==> src/hdl/sli_map.svh <==
// Purpose: Offsets, field positions, reset values and timing figures of the status indicator block
// Assumes: Included by bare name wherever the figures are needed
// Notes:   Definitions only
`ifndef SLI_MAP_SVH
`define SLI_MAP_SVH

// Register map
`define SLI_UNIT_POWER_SWITCH_OFS 12'h610
`define SLI_ADDR_W                12
`define SLI_PWR_BIT               31
`define SLI_UNIT_POWER_RESET      32'h0000_0000

// Timing figures as printed
`define SLI_CLK_HZ                50000000
`define SLI_BUS_RESET_MS          660
`define SLI_ACTIVITY_MS           500
`define SLI_FLASH_HZ              5

// Indicator intensities
`define SLI_LEVEL_OFF             8'h00
`define SLI_LEVEL_DULL            8'h30
`define SLI_LEVEL_BRIGHT          8'hc0
`define SLI_LEVEL_MAX             8'hff

`endif

==> src/hdl/sli_pkg.sv <==
// Purpose: Types shared by the status indicator block
// Assumes: Nothing beyond the map header
// Notes:   Display states listed from highest precedence down
package sli_pkg;

	// Colour and intensity currently shown
	typedef enum logic [3:0] {
		SLI_SHOW_STARTUP,
		SLI_SHOW_BUS_RESET,
		SLI_SHOW_POWER_FAIL,
		SLI_SHOW_FW_FLASH,
		SLI_SHOW_CFG_DULL,
		SLI_SHOW_CFG_BRIGHT,
		SLI_SHOW_DOWN_DULL,
		SLI_SHOW_DOWN_BRIGHT,
		SLI_SHOW_IDLE,
		SLI_SHOW_ACTIVE
	} sli_show_type;

endpackage

==> src/hdl/sli_hold_if.sv <==
// Purpose: Start and busy pair between the indicator control and a hold timer
// Assumes: Single clock domain
// Notes:   start is a one-cycle pulse, busy a level
`timescale 1ns/1ps
`default_nettype none

interface sli_hold_if;
	logic start;	// Restart the hold
	logic busy;	// Hold still running

	modport ctrl (output start, input busy);
	modport tmr  (input start, output busy);
endinterface // sli_hold_if

`default_nettype wire

==> src/hdl/sli_hold_timer.sv <==
// Purpose: Retriggerable hold timer of a fixed number of clock cycles
// Assumes: CYCLES of at least one
// Notes:   busy rises the edge after start and stays up CYCLES cycles after the last start
`timescale 1ns/1ps
`default_nettype none

module sli_hold_timer #(
	parameter int unsigned CYCLES = 1
) (
	input  wire logic clk,
	input  wire logic reset_n,
	sli_hold_if.tmr   hold
);

	logic [31:0] count;	// Cycles left after the current one

	// Each start reloads, so a new event restarts the hold
	always_ff @(posedge clk or negedge reset_n) begin
		if (!reset_n) begin
			count     <= 32'h0000_0000;
			hold.busy <= 1'b0;
		end else if (hold.start) begin // RULE10
			count     <= 32'(CYCLES - 1);
			hold.busy <= 1'b1;
		end else if (hold.busy) begin
			// Expire once the count has run out
			if (count == 32'h0000_0000) begin
				hold.busy <= 1'b0;
			end else begin
				count <= count - 32'h0000_0001;
			end
		end
	end

endmodule // sli_hold_timer

`default_nettype wire

==> src/hdl/sli_status_led.sv <==
// Purpose: Two-colour status indicator control and unit power switch register
// Assumes: All inputs synchronous to clk; event inputs are one-cycle pulses
// Notes:   Intensities are 8-bit levels for an external PWM stage; yellow is red plus green
`timescale 1ns/1ps
`default_nettype none
`include "sli_map.svh"

// Notes on behaviour
// RULE1 - Max red from power-on until initialised
// RULE2 - Bus reset shows max red 0.66 s
// RULE3 - Power failure red until software powers up
// RULE4 - Idle dull green; activity bright green 0.5 s
// RULE5 - Powered down dull yellow; activity bright 0.5 s
// RULE6 - Firmware update flashes red/green at 5 Hz
// RULE7 - Power switch register; powered-down display follows it
// RULE8 - Power cycle restores defaults or saved channel
// RULE9 - Config error red; urgent states take precedence
// RULE10 - Holds and flash counted from clock frequency
module sli_status_led
	import sli_pkg::*;
#(
	parameter int unsigned CLK_HZ            = `SLI_CLK_HZ,
	parameter int unsigned BUS_RESET_CYCLES  = (CLK_HZ / 1000) * `SLI_BUS_RESET_MS,
	parameter int unsigned ACTIVITY_CYCLES   = (CLK_HZ / 1000) * `SLI_ACTIVITY_MS,
	parameter int unsigned FLASH_HALF_CYCLES = CLK_HZ / (2 * `SLI_FLASH_HZ)
) (
	input  wire logic                   clk,
	input  wire logic                   reset_n,
	input  wire logic                   init_done,
	input  wire logic                   bus_reset,
	input  wire logic                   power_fail,
	input  wire logic                   bus_activity,
	input  wire logic                   fw_update,
	input  wire logic                   config_error,
	input  wire logic                   config_error_bright,
	input  wire logic                   restore_valid,
	input  wire logic                   restore_power,
	input  wire logic [`SLI_ADDR_W-1:0] reg_addr,
	input  wire logic                   reg_wr_en,
	input  wire logic [31:0]            reg_wdata,
	output var  logic [31:0]            reg_rdata,
	output var  logic                   unit_powered,
	output var  logic [7:0]             led_red,
	output var  logic [7:0]             led_green
);

	logic         init_pending;	// Still in initial startup
	logic         fail_hold;	// Power failure awaiting power-up write
	logic         restore_done;	// Saved settings already applied
	logic [31:0]  flash_count;	// Cycles into the current flash half
	logic         flash_phase;	// Low shows red, high shows green
	sli_show_type next_show;	// Display chosen this cycle
	logic         pwr_wr;	// Write to the power switch register
	logic [7:0]   next_red;	// Red level for the chosen display
	logic [7:0]   next_green;	// Green level for the chosen display

	// Reset image of the power switch register, named so its power bit can be picked out
	// Power stays off after reset unless a saved channel says otherwise
	localparam logic [31:0] UNIT_POWER_RESET = `SLI_UNIT_POWER_RESET;

	sli_hold_if bus_hold ();	// Bus reset hold
	sli_hold_if act_hold ();	// Activity hold

	// Bus reset hold, 0.66 s
	sli_hold_timer #(
		.CYCLES (BUS_RESET_CYCLES)
	) u_bus_hold (
		.clk     (clk),
		.reset_n (reset_n),
		.hold    (bus_hold.tmr)
	);

	// Activity hold, 0.5 s, shared by green and yellow displays
	sli_hold_timer #(
		.CYCLES (ACTIVITY_CYCLES)
	) u_act_hold (
		.clk     (clk),
		.reset_n (reset_n),
		.hold    (act_hold.tmr)
	);

	assign bus_hold.start = bus_reset;	// RULE2
	assign act_hold.start = bus_activity;	// RULE4 RULE5
	assign pwr_wr = reg_wr_en && (reg_addr == `SLI_UNIT_POWER_SWITCH_OFS);

	// Startup flag, dropped once initialisation reports done
	always_ff @(posedge clk or negedge reset_n) begin
		if (!reset_n) begin
			init_pending <= 1'b1; // RULE1
		end else if (init_done) begin
			init_pending <= 1'b0;
		end
	end

	// Power failure latch; a new failure wins over a same-cycle power-up
	always_ff @(posedge clk or negedge reset_n) begin
		if (!reset_n) begin
			fail_hold <= 1'b0;
		end else if (power_fail) begin
			fail_hold <= 1'b1; // RULE3
		end else if (pwr_wr && reg_wdata[`SLI_PWR_BIT]) begin
			fail_hold <= 1'b0; // RULE3
		end
	end

	// Power switch register; defaults on reset, saved channel applied once after release
	always_ff @(posedge clk or negedge reset_n) begin
		if (!reset_n) begin
			unit_powered <= UNIT_POWER_RESET[`SLI_PWR_BIT]; // RULE8
			restore_done <= 1'b0;
		end else if (pwr_wr) begin
			// Software write takes priority over the restore
			unit_powered <= reg_wdata[`SLI_PWR_BIT]; // RULE7
			restore_done <= 1'b1;
		end else if (!restore_done) begin
			// Strap-like level caught after release, never under reset
			restore_done <= 1'b1;
			if (restore_valid) begin
				unit_powered <= restore_power; // RULE8
			end
		end
	end

	// Register read-back; unmapped offsets read zero
	always_ff @(posedge clk or negedge reset_n) begin
		if (!reset_n) begin
			reg_rdata <= 32'h0000_0000;
		end else if (reg_addr == `SLI_UNIT_POWER_SWITCH_OFS) begin
			reg_rdata <= {unit_powered, 31'h0000_0000}; // RULE7
		end else begin
			reg_rdata <= 32'h0000_0000;
		end
	end

	// Flash divider; starts in the red half whenever an update begins
	always_ff @(posedge clk or negedge reset_n) begin
		if (!reset_n) begin
			flash_count <= 32'h0000_0000;
			flash_phase <= 1'b0;
		end else if (!fw_update) begin
			flash_count <= 32'h0000_0000;
			flash_phase <= 1'b0;
		end else if (flash_count == 32'(FLASH_HALF_CYCLES - 1)) begin
			flash_count <= 32'h0000_0000; // RULE6 RULE10
			flash_phase <= !flash_phase;
		end else begin
			flash_count <= flash_count + 32'h0000_0001;
		end
	end

	// Display selection, most urgent condition first
	always_comb begin
		if (init_pending) begin
			next_show = SLI_SHOW_STARTUP; // RULE1 RULE9
		end else if (bus_hold.busy) begin
			next_show = SLI_SHOW_BUS_RESET; // RULE2 RULE9
		end else if (fail_hold) begin
			next_show = SLI_SHOW_POWER_FAIL; // RULE3 RULE9
		end else if (fw_update) begin
			next_show = SLI_SHOW_FW_FLASH; // RULE6 RULE9
		end else if (config_error) begin
			next_show = config_error_bright ? SLI_SHOW_CFG_BRIGHT : SLI_SHOW_CFG_DULL; // RULE9
		end else if (!unit_powered) begin
			next_show = act_hold.busy ? SLI_SHOW_DOWN_BRIGHT : SLI_SHOW_DOWN_DULL; // RULE5 RULE7
		end else begin
			next_show = act_hold.busy ? SLI_SHOW_ACTIVE : SLI_SHOW_IDLE; // RULE4
		end
	end

	// Colour levels for the chosen display
	always_comb begin
		next_red   = `SLI_LEVEL_OFF;
		next_green = `SLI_LEVEL_OFF;
		case (next_show)
			SLI_SHOW_STARTUP, SLI_SHOW_BUS_RESET, SLI_SHOW_POWER_FAIL: begin
				next_red = `SLI_LEVEL_MAX;
			end
			SLI_SHOW_FW_FLASH: begin
				// Alternate colours, never both at once
				next_red   = flash_phase ? `SLI_LEVEL_OFF : `SLI_LEVEL_MAX;
				next_green = flash_phase ? `SLI_LEVEL_MAX : `SLI_LEVEL_OFF;
			end
			SLI_SHOW_CFG_DULL: begin
				next_red = `SLI_LEVEL_DULL;
			end
			SLI_SHOW_CFG_BRIGHT: begin
				next_red = `SLI_LEVEL_BRIGHT;
			end
			SLI_SHOW_DOWN_DULL: begin
				next_red   = `SLI_LEVEL_DULL;
				next_green = `SLI_LEVEL_DULL;
			end
			SLI_SHOW_DOWN_BRIGHT: begin
				next_red   = `SLI_LEVEL_BRIGHT;
				next_green = `SLI_LEVEL_BRIGHT;
			end
			SLI_SHOW_IDLE: begin
				next_green = `SLI_LEVEL_DULL;
			end
			SLI_SHOW_ACTIVE: begin
				next_green = `SLI_LEVEL_BRIGHT;
			end
			default: begin
				next_red = `SLI_LEVEL_MAX;
			end
		endcase
	end

	// Registered drive so the indicator never glitches
	always_ff @(posedge clk or negedge reset_n) begin
		if (!reset_n) begin
			led_red   <= `SLI_LEVEL_MAX; // RULE1
			led_green <= `SLI_LEVEL_OFF;
		end else begin
			led_red   <= next_red;
			led_green <= next_green;
		end
	end

endmodule // sli_status_led

`default_nettype wire

==> config.mk <==
export PLATFORM = sky130hd
export DESIGN_NAME = sli_status_led
export DESIGN_NICKNAME = d
export VERILOG_FILES = /design/src/hdl/sli_pkg.sv /design/src/hdl/sli_hold_if.sv /design/src/hdl/sli_hold_timer.sv /design/src/hdl/sli_status_led.sv
export VERILOG_INCLUDE_DIRS = /design/src /design/src/hdl
export SDC_FILE = /design/constraint.sdc
export NUM_CORES = 1
export LEC_CHECK = 0
export BUFFER_PORTS_ARGS = -buffer_cell sky130_fd_sc_hd__buf_4
export CAP_MARGIN = 20
export CELL_PAD_IN_SITES_DETAIL_PLACEMENT = 1
export CELL_PAD_IN_SITES_GLOBAL_PLACEMENT = 1
export CORE_ASPECT_RATIO = 0.6
export CORE_MARGIN = 3
export CORE_UTILIZATION = 35
export CTS_CLUSTER_DIAMETER = 30
export DETAILED_ROUTE_END_ITERATION = 10
export GPL_ROUTABILITY_DRIVEN = 0
export PLACE_DENSITY = 0.65
export SKIP_LAST_GASP = 1
export SLEW_MARGIN = 10
export SYNTH_ARGS = -nofsm -noshare
export SYNTH_HDL_FRONTEND = slang
export SYNTH_SLANG_ARGS = --single-unit
==> constraint.sdc <==
create_clock -name clk -period 6.3 [get_ports clk]
set_input_delay 0.315 -clock clk [delete_from_list [all_inputs] [get_ports clk]]
set_output_delay 0.315 -clock clk [all_outputs]
set_load 0.03 [all_outputs]
Yosys cells after proc, flatten, opt, wreduce, memory -nomap -nowiden. Cells that the tools add are included.

Output and inout bits: 49. Input bits: 56. Register bits after elaboration: 151.

Add/subtract/negate cells: 3. Mux-type cells: 35. Reduce and logical (&&, ||, !) cells: 17. Eq/ne operators: 13.

Operators with widths (count): $mux 32 (9); $logic_not 32->1 (2); $sub 32x1->32 const B (2); $add 32x1->32 const B (1); $eq 32x23->1 const B (1); $pmux 8 s4 (1); $mux 4 (6); $pmux 8 s3 (1); $eq 4x3->1 const B (4); $mux 1 (16); $mux 8 (2); $eq 12x11->1 const B (1); $reduce_or 2->1 (5); $eq 4x4->1 const B (2); $reduce_bool 2->1 (4); $reduce_and 2->1 (3); $eq 4x2->1 const B (1); $ne 2x1->1 const B (2); $ne 2x2->1 const B (2); $logic_and 1x1->1 (2); $logic_not 1->1 (1).

Depth between registers and ports, before layout.
Depth in word-level cells: 10. Mapped depth: 9.

Modules after synthesis. From an unflattened synthesis, not the netlist that was laid out.

Cell total of the unflattened synthesis: 640. Area total of the unflattened synthesis: 6261.0 µm².

Modules (own cells, without submodules): sli_status_led (times used 1, cells each 275, area an instance 2583.7 µm²); sli_hold_timer (u_bus_hold) (times used 1, cells each 188, area an instance 1885.6 µm²); sli_hold_timer (u_act_hold) (times used 1, cells each 177, area an instance 1791.7 µm²).

Least setup slack after synthesis. OpenSTA, ideal clock, no wires.

Path kind: register to register. From: reg u_act_hold.count[6]. To: reg u_act_hold.count[3]. Data required time: 6.164 ns. Cell stages (with the launch flop): 8. Arrival time: 2.487 ns. Clock period less this slack: 2.623 ns. Library setup time: 0.136 ns. Setup slack: 3.677 ns. Cell sequence: dfrtp_1 or4_1 buf_2 or3_1 o41ai_2 buf_4 nor3_1 or3b_2.

Cells in the longest elaborated chain, start to end: 3.

RTL lines: start: declaration (RTL line sli_hold_timer.sv:15) `logic [31:0] count;`; start signal: assignment (RTL line sli_hold_timer.sv:23) `count <= 32'(CYCLES - 1);`; start signal: assignment (RTL line sli_hold_timer.sv:30) `count <= count - 32'h0000_0001;`; $logic_not 32->1 (RTL line sli_hold_timer.sv:27) `if (count == 32'h0000_0000) begin`; $ne 2x2->1 (no line); $reduce_and 2->1 (no line).

No other way between the ends. A chain may end at the register's enable or synchronous reset.

Final worst setup path.
From: reg u_act_hold.count[20]. To: reg u_act_hold.count[3].

The elaborated chain is that of the path after synthesis.

==> metrics.yaml <==
hold_path.class: "primary input to flop"
fin_crit_ns: 3.21
leakage_nw: 2.53
syn_inst: 641
synthArstFlopShare_pct: 100
die_height_um: 108
rows: 36
ys_ff_latch: 110
synth_edf_count: 0
drtAntennaViolNets: 0
setup_viol: 0
syn_avg_cell_area_um2: 9.47
power_frac_comb_pct: 6.3
crit_type: "flop to flop"
power_mw: 1.35
ctsResizeCount: 0
status: "finished, final reports clean"
p_seq_share_pct: 53.0
clock_latency_ns: 0.36
fin_setup_tns_ns: 0
ys_types: 52
regArea_um2: 2760
multi_input_area_um2: 2990
switching_share_pct: 25.0
antenna_cells: 0
yosys.area.top_type: "dfrtp_1"
yosys-top-cells-area: "dfrtp_1 (44%), buf_4 (5.2%), xor2_1 (4.3%)"
rsz0062_at_grt: "no"
layout_commonest_cell: "dfrtp_1"
grt_pass1_vias: 4930
dieArea_um2: 19000
max_freq_mhz: 311
drive_above_1_share_pct: 11.9
tightest_slew_ns: 1.00
grt_max_degree: 69
seq_area_frac_synth_pct: 45.4
mostFrequentLayoutCells: "dfrtp_1 (106), nor2_1 (66), buf_4 (45), conb_1 (32)"
cts_tree: "yes"
syn2layout_area_growth_pct: 10.8
cts.sinks: 110
nets: 725
clk_pin_slew_ns: 0.08
yosysWarnings: 0
vias: 4907
clockPowerShare_pct: 40.8
grtUsageTotal_pct: 16.8
cap_violations: 0
drt_iter0_drc: 231
ir_drop_mv: 0.120
die_w_um: 176
report.final.hold_viol_count: 0
root_buffer: "clkbuf_16"
switchingPower_uw: 339
wl_per_cell_um: 17.1
synth_top_area_share_pct: 43.7
dp_hpwl_um: 11000
slew_headroom_pct: 32.4
final_util_pct: 40.5
antenna_found_initial: 0
avgViaCountPerCell: 5.46
route.detailed.drc: 0
synth_ff_type: "dfrtp_1"
numCtsBuffers: 9
p_int_mw: 1.01
overflow: 0
io_pins: 105
required_ns: 6.54
io_buffers: 42
cp_max_fo: 15
n_fill_cell: 1888
dr.pass1.iters: 4
grt_first_pass_wirelength_um: 25700
syn-cell-area_um2: 6070
h-tree-depth: 3
power_density_nw_per_um2: 201
core-area_um2: 16600
post-route-period-util_pct: 51.0
endpoint_kind: "flop"
drt_wl_total_um: 15400
slew_violations: 0
start_kind: "flop"
start_util_pct: 36.5
skew_ns: 0.0132
arrival_ns: 3.45
cts_buffer_depth: 2
## routing by layer
metal  vias to the layer above  part of all wire, %  global-route usage [%]
met1                      2463                   53                    24.5
li1                       2332                    -                       -
met5                         -                    0                       0
met3                        11                  4.1                    4.00
met2                       101                   42                    25.5
met4                         0                  1.0                    3.67
## per-stage QoR
stage / hold slack [ns] / worst slack [ns] / instances / instance area, um^2
3_5_place_dp: 0.358 / 3.00 / 881 / 6430
3_3_place_gp: 0.351 / 3.17 / 880 / 6420
4_1_cts: 0.0554 / 2.95 / 898 / 6720
5_1_grt: 0.0595 / 2.91 / 899 / 6730
2_1_floorplan: 0.0194 / 3.68 / 671 / 6180
6_report: 0.0710 / 3.09 / 899 / 6730
## final timing paths
check                                startpoint              endpoint  slack [ns]  cells after the start
min                                   init_done          init_pending        0.07                      2
max                        u_act_hold.count[20]   u_act_hold.count[3]        3.09                      5
max in group asynchronous               reset_n  u_act_hold.count[10]        4.48                      3
min in group asynchronous               reset_n       flash_count[31]        0.51                      2
min reg2reg                 u_act_hold.count[2]   u_act_hold.count[2]        0.51                      1
max reg2reg                u_act_hold.count[20]   u_act_hold.count[3]        3.09                      5
## what timing repair did
action                                  4_1_cts  5_1_grt
buffers inserted                              0        0
hold endpoints to repair                     42        0
hold buffers                                  1        0
endpoints found under the setup margin        0        0
## power by group through the flow
| stage | Clock (mW) | Combinational [mW] | Sequential (mW) |
|---|---|---|---|
| 2_1_floorplan | 0 | 0.0618 | 0.731 |
| 3_3_place_gp | 0 | 0.0823 | 0.730 |
| 3_5_place_dp | 0 | 0.0859 | 0.731 |
| 4_1_cts | 0.578 | 0.0865 | 0.717 |
| 5_1_grt | 0.603 | 0.0951 | 0.718 |
| 6_report | 0.552 | 0.0849 | 0.717 |
## synth_stat cells, types with 2 or more instances
| master | instances |
|---|---|
| a2111oi_0 | 2 |
| a211o_1 | 3 |
| a21oi_1 | 24 |
| a31oi_1 | 5 |
| and2_1 | 4 |
| and3_1 | 13 |
| and4_1 | 3 |
| buf_2 | 4 |
| buf_4 | 42 |
| clkbuf_1 | 17 |
| conb_1 | 2 |
| dfrtp_1 | 106 |
| dfstp_2 | 4 |
| ha_1 | 3 |
| inv_1 | 13 |
| mux2_2 | 2 |
| mux2i_1 | 8 |
| nand2_1 | 22 |
| nand2b_1 | 13 |
| nand3_1 | 30 |
| nand3b_1 | 2 |
| nand4_1 | 10 |
| nor2_1 | 66 |
| nor2b_1 | 10 |
| nor3_1 | 23 |
| nor4_1 | 30 |
| nor4b_1 | 9 |
| o211ai_1 | 3 |
| o21a_1 | 3 |
| o21ai_0 | 20 |
| o31a_1 | 6 |
| o31ai_1 | 23 |
| or2_2 | 4 |
| or3_1 | 23 |
| or3b_1 | 5 |
| or4_1 | 26 |
| or4_4 | 2 |
| xnor2_1 | 13 |
| xor2_1 | 30 |
## sequential cells by signal (all words and copies together) (netlist names), 3 cells and up
name / count
u_bus_hold.count: 32
u_act_hold.count: 32
led_green: 3
flash_count: 32
led_red: 3
## worst max-delay path, cell delays in order (launching register included)
cell     delay [ns]
dfrtp_1        0.41
or4_4          0.56
or3_1          0.60
o41ai_2        0.95
nor3_1         0.10
or3b_2         0.47
## layout make-up
type                            count  share of cell area [%]
Timing Repair Buffer               48                    5.47
Inverter                           13                   0.725
Clock inverter                      4                   0.465
Clock buffer                       12                    3.66
Multi-Input combinational cell    484                    44.4
Sequential cell                   110                    41.0
Tap cell                          228                    4.24
## cell families (layout without fill, tap and decap cells)
kind of cell / Yosys count / count (layout) / share of synthesized area (%)
muxes: 10 / 10 / 1.69
DFF: 110 / 110 / 45.4
AOI/OAI and AO/OA: 97 / 97 / 10.7
and+or+nand+nor: 299 / 299 / 27.8
adders and majority gates: 3 / 3 / 0.619
other: 2 / 32 / 0.124
xor gates and xnor gates: 43 / 43 / 6.21
buffers and inverters: 77 / 77 / 7.44
(Power assumes the default switching activity.)
